--- src/vproc_pkg.sv ---
// Constants and types shared by the video processor control receiver
`default_nettype none
package vproc_pkg;

  // Two-wire bus addressing
  localparam logic [6:0] SLAVE_ADDR      = 7'h44;
  localparam logic [7:0] SUB_FIRST       = 8'h00;
  localparam logic [7:0] SUB_LAST_DIRECT = 8'h0E;
  localparam logic [7:0] SUB_WRAP        = 8'h0F;
  localparam logic [7:0] SUB_HUE         = 8'h03;
  localparam logic [7:0] SUB_CTRL1       = 8'h0C;
  localparam logic [7:0] SUB_CTRL2       = 8'h0D;
  localparam logic [7:0] SUB_CTRL3       = 8'h0E;
  localparam int         NUM_ALIGN       = 12;
  localparam int         ALIGN_W         = 6;
  localparam logic [3:0] BIT_COUNT_FULL  = 4'h8;

  // Values after reset
  localparam logic [5:0] ALIGN_RESET = 6'h01;
  localparam logic [7:0] CTRL_RESET  = 8'h00;

  // Control register 1 fields
  localparam int C1_TWO_LEVEL_SC = 7;
  localparam int C1_DELAY_OFF    = 6;
  localparam int C1_BUFFERED     = 5;
  localparam int C1_NTSC         = 3;
  // Control register 2 fields
  localparam int C2_DOUBLE_LINES = 6;
  localparam int C2_FULL_BLACK   = 5;
  localparam int C2_BLACK_CTL    = 4;
  localparam int C2_DIS2         = 3;
  localparam int C2_FORCE2       = 2;
  localparam int C2_DIS1         = 1;
  localparam int C2_FORCE1       = 0;
  // Control register 3 fields
  localparam int C3_ADAPT_BLACK  = 7;
  localparam int C3_LUMA_HIGH    = 6;
  localparam int C3_LUMA_OUT     = 5;
  localparam int C3_MODE2        = 3;
  localparam int C3_BLUE_STRETCH = 2;
  localparam int C3_REL_CUTOFF   = 1;
  localparam int C3_PEAK_TC      = 0;

  // Peak dark window, in lines after vertical blanking
  localparam logic [9:0] PD_START_LINE = 10'h010;
  localparam logic [9:0] PD_END_NTSC   = 10'h0E0;
  localparam logic [9:0] PD_END_PAL    = 10'h110;
  localparam logic [9:0] LINE_CNT_MAX  = 10'h3FF;
  localparam logic [1:0] VBLANK_LINES  = 2'h2;

  // Register bus map
  localparam logic [7:0] APB_STATUS_ADDR = 8'h40;

  typedef enum logic [1:0] {
    KIND_ADDR = 2'b00,
    KIND_SUB  = 2'b01,
    KIND_DATA = 2'b10
  } kind_e;

  typedef enum logic [1:0] {
    SRC_LUMA_CD = 2'b00,
    SRC_RGB1    = 2'b01,
    SRC_RGB2    = 2'b10
  } source_e;

  typedef struct packed {
    logic blank;
    logic line;
    logic burst;
  } sc_pulses_s;

  typedef struct packed {
    logic two_level_sandcastle_select;
    logic delay_off;
    logic buffered_write_enable;
    logic ntsc_matrix_select;
    logic double_line_count;
    logic full_screen_black;
    logic black_control_off;
    logic switch_two_pin_disable;
    logic force_source_two_on;
    logic switch_one_pin_disable;
    logic force_source_one_on;
    logic adaptive_black_enable;
    logic luma_high_level;
    logic mode_two;
    logic blue_stretch;
    logic relative_cutoff;
    logic peak_time_constant;
    logic luma_not_hue_output_select;
  } ctrl_s;

endpackage
`default_nettype wire

--- src/twi_byte_rx.sv ---
// Two-wire slave receiver: framing, byte shifting and acknowledge drive
`default_nettype none
module twi_byte_rx (
  input  wire logic            mclk,
  input  wire logic            resetn,
  input  wire logic            scl_in,
  input  wire logic            sda_in,
  input  wire logic            busy,
  input  wire logic            ack_ok,
  output logic                 sda_out,
  output logic                 sda_oe,
  output logic [7:0]           rx_byte,
  output vproc_pkg::kind_e     rx_kind,
  output logic                 byte_stb
);
  import vproc_pkg::*;

  typedef enum logic [1:0] {
    ST_IDLE = 2'b00,
    ST_BITS = 2'b01,
    ST_ACK  = 2'b10,
    ST_SKIP = 2'b11
  } rx_state_e;

  rx_state_e   state_r;
  logic [3:0]  bit_cnt_r;
  logic [2:0]  scl_sync_r;
  logic [2:0]  sda_sync_r;
  logic        scl_rise;
  logic        scl_fall;
  logic        start_cond;
  logic        stop_cond;
  logic        decide;
  logic        accept;

  // Bit 0 feeds only bit 1; bits 1 and 2 give level and previous level
  always_ff @(posedge mclk or negedge resetn) begin
    if (!resetn) begin
      scl_sync_r <= 3'h7;
      sda_sync_r <= 3'h7;
    end else begin
      scl_sync_r <= {scl_sync_r[1:0], scl_in};
      sda_sync_r <= {sda_sync_r[1:0], sda_in};
    end
  end

  assign scl_rise   = scl_sync_r[1] & ~scl_sync_r[2];
  assign scl_fall   = ~scl_sync_r[1] & scl_sync_r[2];
  assign start_cond = scl_sync_r[1] & scl_sync_r[2] & sda_sync_r[2] & ~sda_sync_r[1];
  assign stop_cond  = scl_sync_r[1] & scl_sync_r[2] & ~sda_sync_r[2] & sda_sync_r[1];
  assign decide     = (state_r == ST_BITS) && scl_fall && (bit_cnt_r == BIT_COUNT_FULL);

  always_comb begin
    if (rx_kind == KIND_ADDR) begin
      accept = (rx_byte[7:1] == SLAVE_ADDR) && !rx_byte[0] && !busy;
    end else begin
      accept = ack_ok;
    end
  end

  always_ff @(posedge mclk or negedge resetn) begin
    if (!resetn) begin
      state_r   <= ST_IDLE;
      bit_cnt_r <= 4'h0;
      rx_kind   <= KIND_ADDR;
    end else if (start_cond) begin
      state_r   <= ST_BITS;
      bit_cnt_r <= 4'h0;
      rx_kind   <= KIND_ADDR;
    end else if (stop_cond) begin
      state_r <= ST_IDLE;
    end else begin
      case (state_r)
        ST_BITS: begin
          if (scl_rise && bit_cnt_r != BIT_COUNT_FULL) begin
            bit_cnt_r <= bit_cnt_r + 4'h1;
          end
          if (decide) begin
            state_r <= accept ? ST_ACK : ST_SKIP;
          end
        end
        ST_ACK: begin
          if (scl_fall) begin
            state_r   <= ST_BITS;
            bit_cnt_r <= 4'h0;
            rx_kind   <= (rx_kind == KIND_ADDR) ? KIND_SUB : KIND_DATA;
          end
        end
        default: begin
          state_r <= state_r;
        end
      endcase
    end
  end

  always_ff @(posedge mclk or negedge resetn) begin
    if (!resetn) begin
      rx_byte <= 8'h00;
    end else if (state_r == ST_BITS && scl_rise && bit_cnt_r != BIT_COUNT_FULL) begin
      rx_byte <= {rx_byte[6:0], sda_sync_r[1]};
    end
  end

  // Only accepted subaddress and data bytes reach the register logic
  always_ff @(posedge mclk or negedge resetn) begin
    if (!resetn) begin
      byte_stb <= 1'b0;
    end else begin
      byte_stb <= decide && accept && (rx_kind != KIND_ADDR);
    end
  end

  // Pulled low for the whole acknowledge clock, released on its falling edge
  assign sda_out = 1'b0;
  assign sda_oe  = (state_r == ST_ACK);

endmodule
`default_nettype wire

--- src/video_proc_i2c_ctrl_receiver.sv ---
// Control receiver of the video processor: registers, sandcastle, peak dark window
`default_nettype none
// What this block does
// - Answers only write transfers to slave address 1000100; receive only.
// - Unbuffered: one subaddress, then any number of data bytes, auto-incremented.
// - Subaddress wraps 0F to 00; 0F acknowledged only when reached that way.
// - Direct subaddress above 0E not acknowledged and changes nothing.
// - All eight subaddress bits compared.
// - Buffered mode: no increment, one subaddress and one data byte per transfer.
// - Three sandcastle thresholds, or two when two-level select set.
// - Peak dark detector off in blanking; line count starts at vertical blank end.
// - Window opens line 16, closes line 224 for NTSC, 272 for PAL.
// - Double line count doubles every window line number.
// - Black level shift from peak dark result only when adaptive black enabled.
// - Output select switches pin between luma and six-bit hue voltage.
// - Luma output without sync; luma black level follows hue register while luma output selected, else 00.
// - Every six-bit alignment register resets to 01.
// - Buffered byte copied in next vertical blank; no acknowledge until copied.
module video_proc_i2c_ctrl_receiver (
  input  wire logic                  mclk,
  input  wire logic                  resetn,
  input  wire logic                  scl_in,
  input  wire logic                  sda_in,
  output logic                       sda_out,
  output logic                       sda_oe,
  input  wire logic [2:0]            sc_compare,
  input  wire logic                  source_one_switch_pin,
  input  wire logic                  source_two_switch_pin,
  input  wire logic [5:0]            peak_dark_result,
  output vproc_pkg::sc_pulses_s      sc_pulses,
  output logic                       peak_dark_enable,
  output logic [5:0]                 black_shift,
  output logic                       luma_output_active,
  output logic [5:0]                 hue_dac,
  output logic [5:0]                 luma_black_level,
  output vproc_pkg::source_e         source_select,
  output vproc_pkg::ctrl_s           ctrl_bits,
  output logic [11:0][5:0]           align_codes,
  input  wire logic                  psel,
  input  wire logic                  penable,
  input  wire logic                  pwrite,
  input  wire logic [7:0]            paddr,
  input  wire logic [31:0]           pwdata,
  output logic [31:0]                prdata,
  output logic                       pready,
  output logic                       pslverr
);
  import vproc_pkg::*;

  logic [7:0]        rx_byte;
  kind_e             rx_kind;
  logic              byte_stb;
  logic              ack_ok;
  logic [7:0]        subaddr_r;
  logic              buf_mode_r;
  logic              data_seen_r;
  logic              pending_r;
  logic [7:0]        buf_addr_r;
  logic [7:0]        buf_data_r;
  logic [7:0]        ctrl1_r;
  logic [7:0]        ctrl2_r;
  logic [7:0]        ctrl3_r;
  logic              wr_en;
  logic [7:0]        wr_addr;
  logic [7:0]        wr_data;
  logic              copy_now;
  logic              direct_wr;
  logic [10:0]       pin_sync1_r;
  logic [10:0]       pin_sync2_r;
  logic              line_prev_r;
  logic              blank_prev_r;
  logic [1:0]        vcount_r;
  logic              vblank_r;
  logic              counting_r;
  logic [9:0]        line_cnt_r;
  logic [9:0]        win_start;
  logic [9:0]        win_end;
  logic              in_window;
  logic              sel_two;
  logic              sel_one;
  logic [31:0]       rd_word;
  logic              rd_ok;
  logic              rd_ok_r;
  logic [5:0]        apb_idx;
  logic [7:0]        unused_wdata;

  twi_byte_rx u_rx (
    .mclk     (mclk),
    .resetn   (resetn),
    .scl_in   (scl_in),
    .sda_in   (sda_in),
    .busy     (pending_r),
    .ack_ok   (ack_ok),
    .sda_out  (sda_out),
    .sda_oe   (sda_oe),
    .rx_byte  (rx_byte),
    .rx_kind  (rx_kind),
    .byte_stb (byte_stb)
  );

  // Acknowledge decision for the byte just shifted in
  always_comb begin
    ack_ok = 1'b0;
    if (rx_kind == KIND_SUB) begin
      // Direct range check; also full byte compare
      ack_ok = (rx_byte <= SUB_LAST_DIRECT) && !pending_r;
    end else if (rx_kind == KIND_DATA) begin
      ack_ok = buf_mode_r ? !data_seen_r : 1'b1;
    end
  end

  always_ff @(posedge mclk or negedge resetn) begin
    if (!resetn) begin
      subaddr_r   <= SUB_FIRST;
      buf_mode_r  <= 1'b0;
      data_seen_r <= 1'b0;
    end else if (byte_stb && rx_kind == KIND_SUB) begin
      subaddr_r   <= rx_byte;
      buf_mode_r  <= ctrl1_r[C1_BUFFERED];
      data_seen_r <= 1'b0;
    end else if (byte_stb && rx_kind == KIND_DATA) begin
      data_seen_r <= 1'b1;
      if (!buf_mode_r) begin
        subaddr_r <= (subaddr_r == SUB_WRAP) ? SUB_FIRST : subaddr_r + 8'h01;
      end
    end
  end

  // Latch and hold off; a new byte wins over the copy's clear
  always_ff @(posedge mclk or negedge resetn) begin
    if (!resetn) begin
      pending_r  <= 1'b0;
      buf_addr_r <= SUB_FIRST;
      buf_data_r <= 8'h00;
    end else if (byte_stb && rx_kind == KIND_DATA && buf_mode_r) begin
      pending_r  <= 1'b1;
      buf_addr_r <= subaddr_r;
      buf_data_r <= rx_byte;
    end else if (copy_now) begin
      pending_r <= 1'b0;
    end
  end

  assign copy_now  = pending_r && vblank_r;
  assign direct_wr = byte_stb && (rx_kind == KIND_DATA) && !buf_mode_r;
  assign wr_en     = direct_wr || copy_now;
  assign wr_addr   = copy_now ? buf_addr_r : subaddr_r;
  assign wr_data   = copy_now ? buf_data_r : rx_byte;

  // Reset to 01; low six bits kept
  for (genvar g = 0; g < NUM_ALIGN; g++) begin : g_align
    always_ff @(posedge mclk or negedge resetn) begin
      if (!resetn) begin
        align_codes[g] <= ALIGN_RESET;
      end else if (wr_en && wr_addr == 8'(g)) begin
        align_codes[g] <= wr_data[ALIGN_W-1:0];
      end
    end
  end

  // Subaddress 0F has no storage behind it
  always_ff @(posedge mclk or negedge resetn) begin
    if (!resetn) begin
      ctrl1_r <= CTRL_RESET;
      ctrl2_r <= CTRL_RESET;
      ctrl3_r <= CTRL_RESET;
    end else if (wr_en) begin
      if (wr_addr == SUB_CTRL1) begin
        ctrl1_r <= wr_data;
      end else if (wr_addr == SUB_CTRL2) begin
        ctrl2_r <= wr_data;
      end else if (wr_addr == SUB_CTRL3) begin
        ctrl3_r <= wr_data;
      end
    end
  end

  assign ctrl_bits = '{
    two_level_sandcastle_select: ctrl1_r[C1_TWO_LEVEL_SC],
    delay_off:                   ctrl1_r[C1_DELAY_OFF],
    buffered_write_enable:       ctrl1_r[C1_BUFFERED],
    ntsc_matrix_select:          ctrl1_r[C1_NTSC],
    double_line_count:           ctrl2_r[C2_DOUBLE_LINES],
    full_screen_black:           ctrl2_r[C2_FULL_BLACK],
    black_control_off:           ctrl2_r[C2_BLACK_CTL],
    switch_two_pin_disable:      ctrl2_r[C2_DIS2],
    force_source_two_on:         ctrl2_r[C2_FORCE2],
    switch_one_pin_disable:      ctrl2_r[C2_DIS1],
    force_source_one_on:         ctrl2_r[C2_FORCE1],
    adaptive_black_enable:       ctrl3_r[C3_ADAPT_BLACK],
    luma_high_level:             ctrl3_r[C3_LUMA_HIGH],
    mode_two:                    ctrl3_r[C3_MODE2],
    blue_stretch:                ctrl3_r[C3_BLUE_STRETCH],
    relative_cutoff:             ctrl3_r[C3_REL_CUTOFF],
    peak_time_constant:          ctrl3_r[C3_PEAK_TC],
    luma_not_hue_output_select:  ctrl3_r[C3_LUMA_OUT]
  };

  // Asynchronous pins; the result bus may skew one cycle across bits
  always_ff @(posedge mclk or negedge resetn) begin
    if (!resetn) begin
      pin_sync1_r <= 11'h000;
      pin_sync2_r <= 11'h000;
    end else begin
      pin_sync1_r <= {peak_dark_result, source_two_switch_pin, source_one_switch_pin, sc_compare};
      pin_sync2_r <= pin_sync1_r;
    end
  end

  always_ff @(posedge mclk or negedge resetn) begin
    if (!resetn) begin
      sc_pulses <= '0;
    end else begin
      sc_pulses.blank <= pin_sync2_r[0];
      sc_pulses.line  <= pin_sync2_r[1];
      sc_pulses.burst <= ctrl1_r[C1_TWO_LEVEL_SC] ? pin_sync2_r[1] : pin_sync2_r[2];
    end
  end

  // Vertical blank: a blank pulse spanning two or more line pulses
  always_ff @(posedge mclk or negedge resetn) begin
    if (!resetn) begin
      line_prev_r  <= 1'b0;
      blank_prev_r <= 1'b0;
      vcount_r     <= 2'h0;
      vblank_r     <= 1'b0;
    end else begin
      line_prev_r  <= sc_pulses.line;
      blank_prev_r <= sc_pulses.blank;
      if (!sc_pulses.blank) begin
        vcount_r <= 2'h0;
        vblank_r <= 1'b0;
      end else if (sc_pulses.line && !line_prev_r && vcount_r != VBLANK_LINES) begin
        vcount_r <= vcount_r + 2'h1;
        vblank_r <= (vcount_r + 2'h1) == VBLANK_LINES;
      end
    end
  end

  // Line counter restarts at the end of vertical blank
  always_ff @(posedge mclk or negedge resetn) begin
    if (!resetn) begin
      counting_r <= 1'b0;
      line_cnt_r <= 10'h000;
    end else if (vblank_r && !sc_pulses.blank && blank_prev_r) begin
      counting_r <= 1'b1;
      line_cnt_r <= 10'h000;
    end else if (counting_r && sc_pulses.line && !line_prev_r && line_cnt_r != LINE_CNT_MAX) begin
      line_cnt_r <= line_cnt_r + 10'h001;
    end
  end

  // Window limits; doubled for progressive scan
  always_comb begin
    win_start = PD_START_LINE;
    win_end   = ctrl1_r[C1_NTSC] ? PD_END_NTSC : PD_END_PAL;
    if (ctrl2_r[C2_DOUBLE_LINES]) begin
      win_start = {win_start[8:0], 1'b0};
      win_end   = {win_end[8:0], 1'b0};
    end
  end

  assign in_window = counting_r && (line_cnt_r >= win_start) && (line_cnt_r < win_end);

  always_ff @(posedge mclk or negedge resetn) begin
    if (!resetn) begin
      peak_dark_enable <= 1'b0;
    end else begin
      peak_dark_enable <= in_window && !sc_pulses.blank;
    end
  end

  // Shift gated; pin select; black level from hue
  always_ff @(posedge mclk or negedge resetn) begin
    if (!resetn) begin
      black_shift        <= 6'h00;
      luma_output_active <= 1'b0;
      hue_dac            <= ALIGN_RESET;
      luma_black_level   <= 6'h00;
    end else begin
      black_shift        <= ctrl3_r[C3_ADAPT_BLACK] ? pin_sync2_r[10:5] : 6'h00;
      luma_output_active <= ctrl3_r[C3_LUMA_OUT];
      hue_dac            <= align_codes[SUB_HUE[3:0]];
      luma_black_level   <= ctrl3_r[C3_LUMA_OUT] ? align_codes[SUB_HUE[3:0]] : 6'h00;
    end
  end

  // Source priority with disable and force
  assign sel_two = ctrl2_r[C2_FORCE2] || (pin_sync2_r[4] && !ctrl2_r[C2_DIS2]);
  assign sel_one = ctrl2_r[C2_FORCE1] || (pin_sync2_r[3] && !ctrl2_r[C2_DIS1]);

  always_ff @(posedge mclk or negedge resetn) begin
    if (!resetn) begin
      source_select <= SRC_LUMA_CD;
    end else if (sel_two) begin
      source_select <= SRC_RGB2;
    end else if (sel_one) begin
      source_select <= SRC_RGB1;
    end else begin
      source_select <= SRC_LUMA_CD;
    end
  end

  // Read-only register view; data captured in setup so the access needs no wait
  assign apb_idx      = paddr[7:2];
  assign unused_wdata = pwdata[7:0];

  always_comb begin
    rd_word = 32'h0000_0000;
    rd_ok   = 1'b1;
    if (paddr[1:0] != 2'h0) begin
      rd_ok = 1'b0;
    end else if (paddr == APB_STATUS_ADDR) begin
      rd_word = {18'h00000, pending_r, vblank_r, peak_dark_enable, counting_r, line_cnt_r};
    end else if (apb_idx < 6'(NUM_ALIGN)) begin
      rd_word = {26'h0000000, align_codes[apb_idx[3:0]]};
    end else if (apb_idx == SUB_CTRL1[5:0]) begin
      rd_word = {24'h000000, ctrl1_r};
    end else if (apb_idx == SUB_CTRL2[5:0]) begin
      rd_word = {24'h000000, ctrl2_r};
    end else if (apb_idx == SUB_CTRL3[5:0]) begin
      rd_word = {24'h000000, ctrl3_r};
    end else begin
      rd_ok = 1'b0;
    end
  end

  always_ff @(posedge mclk or negedge resetn) begin
    if (!resetn) begin
      prdata  <= 32'h0000_0000;
      rd_ok_r <= 1'b0;
    end else if (psel && !penable) begin
      prdata  <= (pwrite || !rd_ok) ? 32'h0000_0000 : rd_word;
      rd_ok_r <= rd_ok && !pwrite;
    end
  end

  assign pready  = 1'b1;
  assign pslverr = psel && penable && !rd_ok_r;
endmodule
`default_nettype wire

--- config.mk ---
export PLATFORM = sky130hd
export DESIGN_NAME = video_proc_i2c_ctrl_receiver
export DESIGN_NICKNAME = d
export VERILOG_FILES = /design/src/vproc_pkg.sv /design/src/twi_byte_rx.sv /design/src/video_proc_i2c_ctrl_receiver.sv
export SDC_FILE = /design/constraint.sdc
export NUM_CORES = 1
export LEC_CHECK = 0
export BUFFER_PORTS_ARGS = -buffer_cell sky130_fd_sc_hd__buf_2
export CAP_MARGIN = 20
export CORE_ASPECT_RATIO = 1.75
export CORE_MARGIN = 3
export CORE_UTILIZATION = 45
export CTS_CLUSTER_SIZE = 10
export DETAILED_ROUTE_END_ITERATION = 16
export PLACE_DENSITY = 0.7
export SLEW_MARGIN = 20
export SYNTH_ARGS = -nofsm -noshare
export SYNTH_HDL_FRONTEND = slang
export SYNTH_SLANG_ARGS = --single-unit
export TNS_END_PERCENT = 100
--- constraint.sdc ---
create_clock -name mclk -period 1.9 [get_ports mclk]
set_input_delay 0.095 -clock mclk [delete_from_list [all_inputs] [get_ports mclk]]
set_output_delay 0.095 -clock mclk [all_outputs]
set_load 0.01 [all_outputs]
### Word level (Yosys, flattened, before mapping)

Index checks and enable logic that the tools add are counted.

| word-level totals | value |
|---|---|
| flip-flop bits (word level) | 242 |
| input port bits | 58 |
| word-level logic and storage cells | 241 |

| operators by class | value |
|---|---|
| $add $sub $neg | 4 |
| order comparisons | 5 |
| equality and inequality tests | 36 |
| mux-type cells | 59 |
| bitwise logic cells | 13 |
| reduce and logical (&&, ||, !) cells | 77 |

Operators by type and width:

| operator | count |
|---|---|
| 8-bit 2-to-1 mux | 10 |
| 8-bit by 4-bit == test with 1-bit output (second input constant) | 8 |
| 1-bit logical AND | 43 |
| 8-bit by 3-bit == test with 1-bit output (second input constant) | 4 |
| 32-bit 2-to-1 mux | 1 |
| 10-bit 2-to-1 mux | 3 |
| 14-bit 2-to-1 mux | 2 |
| 6-bit binary-select mux with 4-bit select | 1 |
| 2-bit 2-to-1 mux | 12 |
| 6-bit 2-to-1 mux | 4 |
| 1-bit 2-to-1 mux | 19 |
| 6-bit by 4-bit == test with 1-bit output (second input constant) | 3 |
| 8-bit by 2-bit == test with 1-bit output (second input constant) | 2 |
| 4-bit 2-to-1 mux | 4 |
| 2-bit nonzero test | 7 |
| 1-bit logical NOT | 12 |
| 10-bit by 1-bit adder with 10-bit output (second input constant) | 1 |
| 10-bit >= comparator | 1 |
| 10-bit less-than comparator | 1 |
| 10-bit != test (second input constant) | 1 |
| 9-bit 2-to-1 mux | 1 |
| 3-bit AND reduction | 3 |
| 8-bit by 1-bit adder with 8-bit output (second input constant) | 1 |
| 8-bit by 1-bit == test with 1-bit output (second input constant) | 1 |
| 27 further kinds | 49 |

### Longest topological paths before layout

Gate-level depths: netlist of run 1.

| depth | value |
|---|---|
| depth in word-level cells | 10 |
| depth in mapped cells | 8 |

### By module

Synthesis of run 1 repeated with hierarchy kept, for this count alone.

| second synthesis, totals | value |
|---|---|
| cell total of the unflattened synthesis | 847 |
| area, all modules | 10312.4 um^2 |

Modules (own cells, without submodules):

| module | times used | cells each | area each (um^2) | sequential area each (um^2) |
|---|---|---|---|---|
| video_proc_i2c_ctrl_receiver | 1 | 757 | 9180.1 | 5046.1 |
| twi_byte_rx | 1 | 90 | 1132.3 | 583.1 |

### Least setup slack after synthesis of run 1

OpenSTA, ideal clock, no wires.

| timing path | value |
|---|---|
| path kind | register to register |
| start | register buf_addr_r[4] |
| end | register align_codes[19] in the netlist's numbering |
| setup time | 125 ps |
| arrival time | 1931 ps |
| setup slack | -155 ps |
| stages on the path, launching flop included | 5 |
| period minus slack after synthesis | 2055 ps |
| path through | dfrtp_1 nor4_1 a32oi_1 nor3_4 mux2_2 |

| between the ends | value |
|---|---|
| word-level cells in the longest chain between the ends | 3 |

RTL lines:

| what | line | text |
|---|---|---|
| start: declaration | video_proc_i2c_ctrl_receiver.sv:58 | `logic [7:0] buf_addr_r;` |
| start signal: assignment | video_proc_i2c_ctrl_receiver.sv:137 | `buf_addr_r <= subaddr_r;` |
| 8-bit 2-to-1 mux | video_proc_i2c_ctrl_receiver.sv:147 | `assign wr_addr = copy_now ? buf_addr_r : subaddr_r;` |
| 8-bit by 2-bit == test with 1-bit output | video_proc_i2c_ctrl_receiver.sv:155 | `end else if (wr_en && wr_addr == 8'(g)) begin` |
| 1-bit logical AND | video_proc_i2c_ctrl_receiver.sv:155 |  |
| end signal: indexed assignment | video_proc_i2c_ctrl_receiver.sv:156 | `align_codes[g] <= wr_data[ALIGN_W-1:0];` |
| end: declaration | video_proc_i2c_ctrl_receiver.sv:38 | `output logic [11:0][5:0] align_codes,` |

Every way passes these cells.
A chain may end at the register's enable or synchronous reset.

### Final worst setup path of run 1

| timing path | value |
|---|---|
| start | register buf_addr_r[7] |
| end | register ctrl3_r[3] |

| between the ends | value |
|---|---|
| word-level cells in the longest chain between the ends | 4 |
| elaborated cells on any way between the ends | 7 |
| classes of those cells | eq/ne (3); mux (1); bitwise (2); reduce/logical (1) |

RTL lines:

| what | line | text |
|---|---|---|
| 8-bit 2-to-1 mux (*) | video_proc_i2c_ctrl_receiver.sv:147 |  |
| 8-bit by 4-bit == test with 1-bit output (on tied branches) | video_proc_i2c_ctrl_receiver.sv:170, video_proc_i2c_ctrl_receiver.sv:168 |  |
| 1-bit NOT (no line) | - |  |
| 4-bit AND reduction (no line) (*) | - |  |
| end signal: assignment | video_proc_i2c_ctrl_receiver.sv:173 | `ctrl3_r <= wr_data;` |
| end: declaration | video_proc_i2c_ctrl_receiver.sv:62 | `logic [7:0] ctrl3_r;` |

Every way passes the cells marked *; elsewhere a longest branch is shown, timed or not.

==> results.txt, run 1 <==
Worst Slack Setup Final - -32.7 ps
Crit. End Element - flip-flop
DR vias/cell - 5.51
List of most frequent post-synthesis cells - 205 x dfrtp_1, 119 x mux2_2, 60 x nand2_1, 48 x mux2i_1, 40 x buf_4
Die area - 0.0253 mm^2
TritonRoute pass-1 iters - 5
Die Y - 208 um
Power density over cell area - 837 mW/mm^2
Crit path DAT - 2340 ps
Final period utilization - 102%
Hold slack - 95.2 ps
Number of global-route vias before repair - 8082
Predominant post-synthesis flop cell - dfrtp_1
Number of synthesized flops with an enable pin - 0
Register area share after synthesis - 53.5%
Final #Nets - 1157
Initial DRC count - 513
Starting density of the core - 46.1%
FF-to-FF setup slack - -30 ps
CTS Buf Count - 26
Synth area leaders - dfrtp_1 49%, mux2_2 13%, dfstp_2 4.7%
Clock latency on the worst-skew pair - 550 ps
Async S/R FF share, synth - 100%
Yosys reg bits - 224
Most common cell in the netlist - dfrtp_1
RSZ-0062 raised after global routing - yes
Post-Syn Area - 0.0105 mm^2
Clock sink total - 224
Total track usage - 22.9%
Core Area - 0.0228 mm^2
Final setup fails - 17
Status - finished, violations left
CTS tree - done
Fmax - 517 MHz
Dpl hpwl - 20400 um
Synth-to-Final Area Change - 27.0%
Worst path required time - 2300 ps
Mapped Cells - 846
GRT Residual Overflow - 0
Final ANT Viol Nets - 0
Slew Limit Fails - 0
CP max FO - 8
Peak supply drop - 0.687 mV
Reg clk slew, reported paths - 60 ps
Yosys synthesis warning count - 0
Final period demand of the worst path - 1930 ps
HP Class - in2async
Slew HR - 53.5%
DRC - 0
Final WL - 28700 um
Clock Skew - 32.2 ps
Post-synth top area cell - dfrtp_1
Yosys cell types - 72
Yosys top cell area share - 48.8%
Critical path class - reg2reg
Global-route wire length before repair - 45500 um
Detailed-route wire length per cell - 20.5 um
Syn Area/Cell - 12.4 um^2
Num ports - 209
Largest net degree at the start of global routing - 67
FILL cells - 1896
Lkg Pwr - 6.68 nW
Std cell rows - 73
Setup Total Neg Slack - -168 ps
IO buf count - 156
CTS H-tree lvls - 1
Startpoint types - flip-flop
Routed vias - 7687
Share of layout cells above drive strength 1 - 41.6%
Pre-CTS setup slack - -150 ps
Clock tree buffer depth - 3
Die X - 122 um
Final Hold Fails - 0
Max cap viols - 0
Failing checks - negative setup slack
Worst slew pin tran - 695 ps
Initial antenna violation count - 1
Final Wtd Congestion - 0.867
CTS root buf - clkbuf_16
-- power breakdown --
part | leakage (nW) | switching, mW | internal, mW
clock network | 0.342 | 1.89 | 2.50
logic | 3.38 | 0.945 | 0.602
registers | 2.96 | 0.257 | 4.98
total | 6.68 | 3.09 | 8.09
-- cells in the final DEF (no fill, tap or decap), drive strengths merged, types with 4 or more instances in the layout --
cell and instances:
a21o 6, a21oi 28, a221oi 6, a22o 10, a22oi 18, a32o 4, a32oi 4, and2 16
and3b 5, buf 247, clkbuf 39, conb 20, dfrtp 205, dfstp 19, dlygate4sd3 14, ha 16
inv 24, mux2 119, mux2i 49, nand2 60, nand2b 7, nand3 17, nand3b 9, nand4 11
nor2 19, nor3 15, nor3b 5, nor4 6, o21ai 27, o31ai 6, or3 7, xnor2 6
-- stage by stage --
step | power (mW) | utilization [%] | instance area (um^2) | cells
after detailed placement | 6.81 | 52.8 | 12100 | 1324
final | 11.2 | 58.5 | 13400 | 1396
after global placement | 6.76 | 52.8 | 12100 | 1324
after global routing | 11.7 | 58.5 | 13400 | 1396
after floorplan | 5.97 | - | 10600 | 864
after CTS | 11.3 | 57.9 | 13200 | 1392
-- timing repair --
item / in CTS / in global routing
gates resized for setup: 45 / 24
hold buffers: 14 / 0
pin swaps: 16 / 10
endpoints found under the setup margin: 88 / 92
cloned: 0 / 1
hold endpoints to repair: 190 / 0
setup buffers: 15 / 3
-- metal layers --
layer | share of wire [%] | track usage (%) | vias up
met5 | 0 | 0 | -
met2 | 54 | 42.1 | 240
met4 | 4.1 | 9.48 | 0
met3 | 4.8 | 3.43 | 70
met1 | 37 | 25.9 | 3887
li1 | - | - | 3490
-- final cells by class --
cell class	count	area, um^2	share of cell area (%)
clock buffer	38	696	5.21
clock inverter	2	23.8	0.178
inverter	24	90.1	0.674
timing repair buffer	262	1830	13.7
tap	300	375	2.81
antenna	1	2.50	0.0187
sequential	224	5630	42.1
multi-input combinational	545	4710	35.3
-- final timing paths --
path,start,to,cells past startpoint
max,buf_addr_r[7]$_DFFE_PN0P_,ctrl3_r[3]$_DFFE_PN0P_,7
min,resetn,subaddr_r[2]$_DFFE_PN0P_,2
max reg2reg,buf_addr_r[7]$_DFFE_PN0P_,ctrl3_r[3]$_DFFE_PN0P_,7
min reg2reg,pin_sync1_r[10]$_DFF_PN0_,pin_sync2_r[10]$_DFF_PN0_,0
max in group asynchronous,resetn,align_codes[42]$_DFFE_PN1P_,3
min in group mclk,pwrite,rd_ok_r$_DFFE_PN0P_,5
-- flip-flops by register name, summed over array words and instances (netlist names), 8 cells and up --
signal and count:
align_codes 72, prdata 14, pin_sync1_r 11, pin_sync2_r 11
line_cnt_r 10, buf_addr_r 8, buf_data_r 8, ctrl1_r 8
ctrl2_r 8, ctrl3_r 8, subaddr_r 8, u_rx.rx_byte 8
-- logic make-up after synthesis --
kind of cell	Yosys count	share of synthesized area (%)
flip-flops	224	53.5
XOR/XNOR	8	0.666
adder cells (fa/ha/maj)	16	1.90
other	2	0.0714
AO/OA/AOI/OAI	139	9.49
buffers and inverters	95	5.08
AND/OR/NAND/NOR	194	11.8
multiplexers	168	17.5
-- critical path: stages (launching register included) --
cell and delay, ps:
dfrtp_1 400, nor4_2 280, buf_4 190, buf_4 120, a32o_2 200, buf_12 130
nand3_4 150, mux2_4 330
(Power assumes the default switching activity.)
==> run 2, diff against run 1 <==
--- a/config.mk
+++ b/config.mk
@@ -8,11 +8,11 @@
 export BUFFER_PORTS_ARGS = -buffer_cell sky130_fd_sc_hd__buf_2
 export CAP_MARGIN = 20
 export CORE_ASPECT_RATIO = 1.75
-export CORE_MARGIN = 3
+export CORE_MARGIN = 2
 export CORE_UTILIZATION = 45
 export CTS_CLUSTER_SIZE = 10
 export DETAILED_ROUTE_END_ITERATION = 16
-export PLACE_DENSITY = 0.7
+export PLACE_DENSITY = 0.67
 export SLEW_MARGIN = 20
 export SYNTH_ARGS = -nofsm -noshare
 export SYNTH_HDL_FRONTEND = slang
==> constraint.sdc (replaced) <==
create_clock -name mclk -period 2 [get_ports mclk]
set_input_delay 0.1 -clock mclk [delete_from_list [all_inputs] [get_ports mclk]]
set_output_delay 0.1 -clock mclk [all_outputs]
set_load 0.01 [all_outputs]
==> run 2 against run 1 <==
The run now ends clean. Critical path depth is 1 lower. Global-route usage fell by 0.64 points. Worst setup slack better by 33 ps. Sequential share of layout area grew 1.4 points. Critical path type unchanged. Largest power group unchanged. Design area fell by 3.3%. Highest routed layer unchanged. Core utilization fell by 2.7 points. Clock skew is 7.7 ps lower. First-iteration DRC count shrank 1.8%.
==> results.txt, run 2 (synthesis results as in run 1) <==
Clock share of power - 41.2%
Final setup fails - 0
Biggest regs - align_codes x72, prdata x14
Dpl hpwl - 20100 um
Crit path launch - buf_mode_r$_DFFE_PN0P_
Placed Instances - 1329
CTS tree - done
CTS Buf Count - 26
NetSw - 2.83 mW
FILL cells - 1973
Reg-to-Reg End - ctrl2_r[6]$_DFFE_PN0P_
DR vias/cell - 5.38
Final period utilization - 100%
Most common cell after layout, fill and taps aside - dfrtp_1
Worst Setup EP - ctrl2_r[6]$_DFFE_PN0P_
Largest Register - align_codes
Slew Limit Fails - 0
Final Wtd Congestion - 0.884
CTS H-tree lvls - 1
Fmax - 500 MHz
Die area - 0.0247 mm^2
Max cap viols - 0
Global-route wire length before repair - 42600 um
Die X - 120 um
Status - finished, final reports clean
Hold slack - 113 ps
Core Area - 0.0231 mm^2
Clock tree buffer depth - 3
Die Y - 206 um
Clock latency on the worst-skew pair - 530 ps
Sw Ratio - 26.8%
CP max FO - 9
Starting density of the core - 45.4%
FF-to-FF setup slack - 0.2 ps
Crit path DAT - 2390 ps
R2R depth - 6
RSZ-0062 raised after global routing - yes
Slew HR - 44.9%
Int Pwr - 7.74 mW
Power density over cell area - 818 mW/mm^2
Clock sink total - 224
GRT Residual Overflow - 0
Ant. Diodes - 0
Std cell rows - 74
Reg clk slew, reported paths - 60 ps
Total track usage - 22.2%
Num ports - 209
Final period demand of the worst path - 2000 ps
Largest net degree at the start of global routing - 62
Lkg Pwr - 6.52 nW
Routed vias - 7489
Share of layout cells above drive strength 1 - 39.5%
Comb pwr share - 11.6%
Clock Skew - 24.5 ps
IO buf count - 156
Peak supply drop - 0.717 mV
Synth-to-Final Area Change - 22.8%
Initial DRC count - 504
Commonest cells after routing, fill and taps aside - 205 x dfrtp_1, 155 x buf_2, 119 x mux2_2, 67 x buf_4, 59 x nand2_1
HP Class - in2async
Final Hold Fails - 0
Final #Nets - 1141
Initial antenna violation count - 0
Detailed-route wire length per cell - 19.5 um
Launching point of the worst reg2reg path - buf_mode_r$_DFFE_PN0P_
Critical path class - reg2reg
DRC - 0
Startpoint types - flip-flop
Worst path required time - 2390 ps
CTS root buf - clkbuf_16
Final Non-Filler Cells - 1391
Number of global-route vias before repair - 7823
TritonRoute pass-1 iters - 4
Final WL - 27100 um
Worst slew pin tran - 825 ps
Seq pwr share - 47.2%
Final ANT Viol Nets - 0
Largest register FFs - 72
Crit. End Element - flip-flop
==> run 2: power groups by stage <==
stage | Combinational [mW] | Sequential, mW | Clock [mW]
3_5_place_dp | 1.21 | 5.06 | 0
4_1_cts | 1.24 | 4.99 | 4.46
2_1_floorplan | 0.697 | 4.97 | 0
3_3_place_gp | 1.19 | 5.06 | 0
5_1_grt | 1.37 | 5.02 | 4.64
6_report | 1.22 | 4.99 | 4.35
==> run 2: worst min path at each step <==
| stage | to | cells past startpoint | slack (ps) | from |
|---|---|---|---|---|
| 2_1_floorplan | align_codes[10]$_DFFE_PN0P_ | 0 | -200 | resetn |
| 3_3_place_gp | pin_sync1_r[3]$_DFF_PN0_ | 1 | 90 | resetn |
| 3_5_place_dp | u_rx.bit_cnt_r[1]$_DFFE_PN0P_ | 1 | 90 | resetn |
| 4_1_cts | subaddr_r[1]$_DFFE_PN0P_ | 2 | 140 | resetn |
| 5_1_grt | u_rx.bit_cnt_r[1]$_DFFE_PN0P_ | 2 | 160 | resetn |
| 6_report | u_rx.bit_cnt_r[1]$_DFFE_PN0P_ | 2 | 110 | resetn |
==> run 2: stage by stage <==
step                setup WS [ps]  total power, mW  utilization [%]  setup TNS, ps  area (um^2)
global route                -67.5             11.0             55.8           -869        12900
finish                      0.184             10.6             55.8              0        12900
floorplan                   -31.2             5.67                -           -250        10600
global placement            -20.8             6.25             51.9           -102        12000
detailed placement          -61.3             6.28             51.9           -428        12000
CTS                         -13.7             10.7             55.8          -37.3        12900
==> run 2: area by class of cell <==
| cell class | count | area, um^2 | share of cell area, % |
|---|---|---|---|
| inverter | 24 | 90.1 | 0.697 |
| clock buffer | 46 | 726 | 5.62 |
| multi-input combinational | 545 | 4440 | 34.3 |
| timing repair buffer | 246 | 1610 | 12.5 |
| clock inverter | 2 | 46.3 | 0.358 |
| sequential | 224 | 5630 | 43.6 |
| tap | 304 | 380 | 2.94 |
==> run 2: repair_timing <==
item,in CTS,in global routing
pin swaps,0,1
hold buffers,14,0
resized for setup,1,4
setup buffers,0,0
endpoints found under the setup margin,33,78
endpoints found under the hold margin,190,0
==> run 2: critical path: stages, from the launching register on <==
cell	delay (ps)
dfrtp_1	400
nand4bb_1	270
buf_4	230
o31ai_4	200
nor3b_4	280
buf_12	160
mux2_2	330
==> run 2: metal layers <==
layer	track usage, %	share of wire, %	up-vias
met5	0	0	-
met4	11.1	4.6	0
met3	2.87	4.0	61
met2	41.6	54	200
met1	24.5	37	3766
li1	-	-	3462
==> run 3, diff against run 2 <==
--- a/config.mk
+++ b/config.mk
@@ -5,14 +5,13 @@
 export SDC_FILE = /design/constraint.sdc
 export NUM_CORES = 1
 export LEC_CHECK = 0
-export BUFFER_PORTS_ARGS = -buffer_cell sky130_fd_sc_hd__buf_2
 export CAP_MARGIN = 20
 export CORE_ASPECT_RATIO = 1.75
 export CORE_MARGIN = 2
 export CORE_UTILIZATION = 45
 export CTS_CLUSTER_SIZE = 10
 export DETAILED_ROUTE_END_ITERATION = 16
-export PLACE_DENSITY = 0.67
+export DONT_BUFFER_PORTS = 1
 export SLEW_MARGIN = 20
 export SYNTH_ARGS = -nofsm -noshare
 export SYNTH_HDL_FRONTEND = slang
==> constraint.sdc (replaced) <==
create_clock -name mclk -period 2.6 [get_ports mclk]
set_input_delay 0.13 -clock mclk [delete_from_list [all_inputs] [get_ports mclk]]
set_output_delay 0.13 -clock mclk [all_outputs]
set_load 0.01 [all_outputs]
==> run 3 against run 2 <==
The flow now finishes with violations (negative hold slack). Clock power down 22%. First-iteration DRC count decreased by 17%. Core utilization is 5.4 points lower. Via count down 8.7%. Sequential cell count unchanged. Register-to-register slack gained 330 ps. Worst hold slack worse by 830 ps. Routed wire length is 0.44% higher. Global-route usage is 0.058 points higher. Critical endpoint is now prdata[3]$_DFFE_PN0P_. Largest power group unchanged. Highest routed layer unchanged.
==> results.txt, run 3 (synthesis results as in run 1) <==
Number of global-route vias before repair - 7268
CTS tree - done
DRC - 0
Final Hold Fails - 224
Num ports - 209
Final period demand of the worst path - 2290 ps
Global-route wire length before repair - 42500 um
Routed vias - 6839
Clock sink total - 224
Worst path required time - 3060 ps
DR vias/cell - 5.78
RSZ-0062 raised after global routing - no
Total power draw - 8.03 mW
Detailed-route wire length per cell - 23.0 um
Clock tree buffer depth - 3
Power density over cell area - 688 mW/mm^2
Status - finished, violations left
GRT Residual Overflow - 0
Peak supply drop - 0.504 mV
Final ANT Viol Nets - 0
Clock latency on the worst-skew pair - 540 ps
Worst Slack Setup Final - 307 ps
CP max FO - 6
CTS root buf - clkbuf_16
Final Wtd Congestion - 0.890
Final setup fails - 0
Final Non-Filler Cells - 1183
Final period utilization - 88.2%
Worst slew pin tran - 939 ps
Die area - 0.0247 mm^2
Delay-heaviest family, CP - buffers and inverters
Reg clk slew, reported paths - 60 ps
Die X - 120 um
Share of layout cells above drive strength 1 - 24.2%
Commonest cells after routing, fill and taps aside - 205 x dfrtp_1, 119 x mux2_2, 60 x nand2_1, 48 x mux2i_1, 28 x a21oi_1
Largest net degree at the start of global routing - 225
Clock Skew - 26.2 ps
Largest register FFs - 72
Post-CTS setup buffers - 0
Pre-CTS setup slack - 307 ps
Slew HR - 36.9%
Initial DRC count - 418
Total track usage - 22.3%
Die Y - 206 um
Synth-to-Final Area Change - 10.9%
Final #Nets - 933
Initial antenna violation count - 0
Startpoint types - input port
Dpl hpwl - 19400 um
Most frequent CP cell - dlygate4sd3_1
Max cap viols - 0
Setup Total Neg Slack - 0 ps
Crit. End Element - flip-flop
Crit path DAT - 2750 ps
Ant. Diodes - 0
Most common cell after layout, fill and taps aside - dfrtp_1
Hold slack - -722 ps
Slowest stage delay, CP - 720 ps
Fmax - 436 MHz
Lkg Pwr - 5.41 nW
Placed Instances - 1116
Core Area - 0.0231 mm^2
Final WL - 27200 um
Slew Limit Fails - 0
CTS Buf Count - 26
Critical path, cell by cell - dlygate4sd3_1, or3b_2, a2111oi_2, dlygate4sd3_1, o21ai_0, a22oi_1
Failing checks - negative hold slack
IO buf count - 0
Critical-path top delay cell - dlygate4sd3_1
Critical path class - in2reg
TritonRoute pass-1 iters - 5
CTS Hold Bufs - 19
CTS H-tree lvls - 1
Worst Path Buf+Inv - 2
Largest Register - align_codes
Std cell rows - 74
HP Class - in2async
Starting density of the core - 45.4%
CTS resizes - 0
Biggest regs - align_codes x72, prdata x14
## run 3: final cells by class
| type | count | area (um^2) |
|---|---|---|
| Timing Repair Buffer | 38 | 358 |
| Sequential cell | 224 | 5630 |
| Inverter | 24 | 90.1 |
| Clock inverter | 2 | 46.3 |
| Clock buffer | 46 | 736 |
| Multi-Input combinational cell | 545 | 4420 |
| Fill cell | 2061 | 11500 |
| Tap cell | 304 | 380 |
## run 3: layer usage
metal  routed length, um  track usage [%]  share of wire [%]  up-vias
li1                    -                -                  -     3053
met1                9680             23.2                 36     3534
met2               15300             43.2                 56      200
met3                1440             4.61                5.3       52
met4                 828             8.32                3.0        0
met5                   0                0                  0        -
## run 3: report_power, final
| part | internal [mW] | total [mW] | switching (mW) |
|---|---|---|---|
| registers | 3.64 | 3.85 | 0.208 |
| clock network | 2.00 | 3.40 | 1.40 |
| logic | 0.254 | 0.773 | 0.519 |
| total | 5.90 | 8.03 | 2.13 |
## run 3: through the flow
stage / area (um^2) / utilization, %
floorplan: 10600 / -
global placement: 10700 / 46.2
detailed placement: 10700 / 46.2
CTS: 11700 / 50.4
global route: 11700 / 50.4
finish: 11700 / 50.4
## run 3: worst paths after layout
kind                                             startpoint                            end  slack, ps  cells past startpoint
worst max-delay path                                penable          prdata[3]$_DFFE_PN0P_        310                      6
worst min-delay path                                 resetn    align_codes[37]$_DFFE_PN0P_       -720                      0
worst max register to register  u_rx.rx_kind[0]$_DFFE_PN0P_    align_codes[58]$_DFFE_PN0P_        330                      4
worst min register to register     pin_sync1_r[4]$_DFF_PN0_       pin_sync2_r[4]$_DFF_PN0_        350                      0
max in group asynchronous                            resetn  luma_black_level[4]$_DFF_PN0_       2850                      0
min in group mclk                                    pwrite          prdata[0]$_DFFE_PN0P_         20                      4
## run 3: worst reg2reg max path, delay by kind of cell, from the launching register on
kind / cells / cell delay [ps]
AO/OA/AOI/OAI: 1 / 530
flip-flops: 1 / 470
multiplexers: 1 / 380
AND/OR/NAND/NOR: 2 / 790
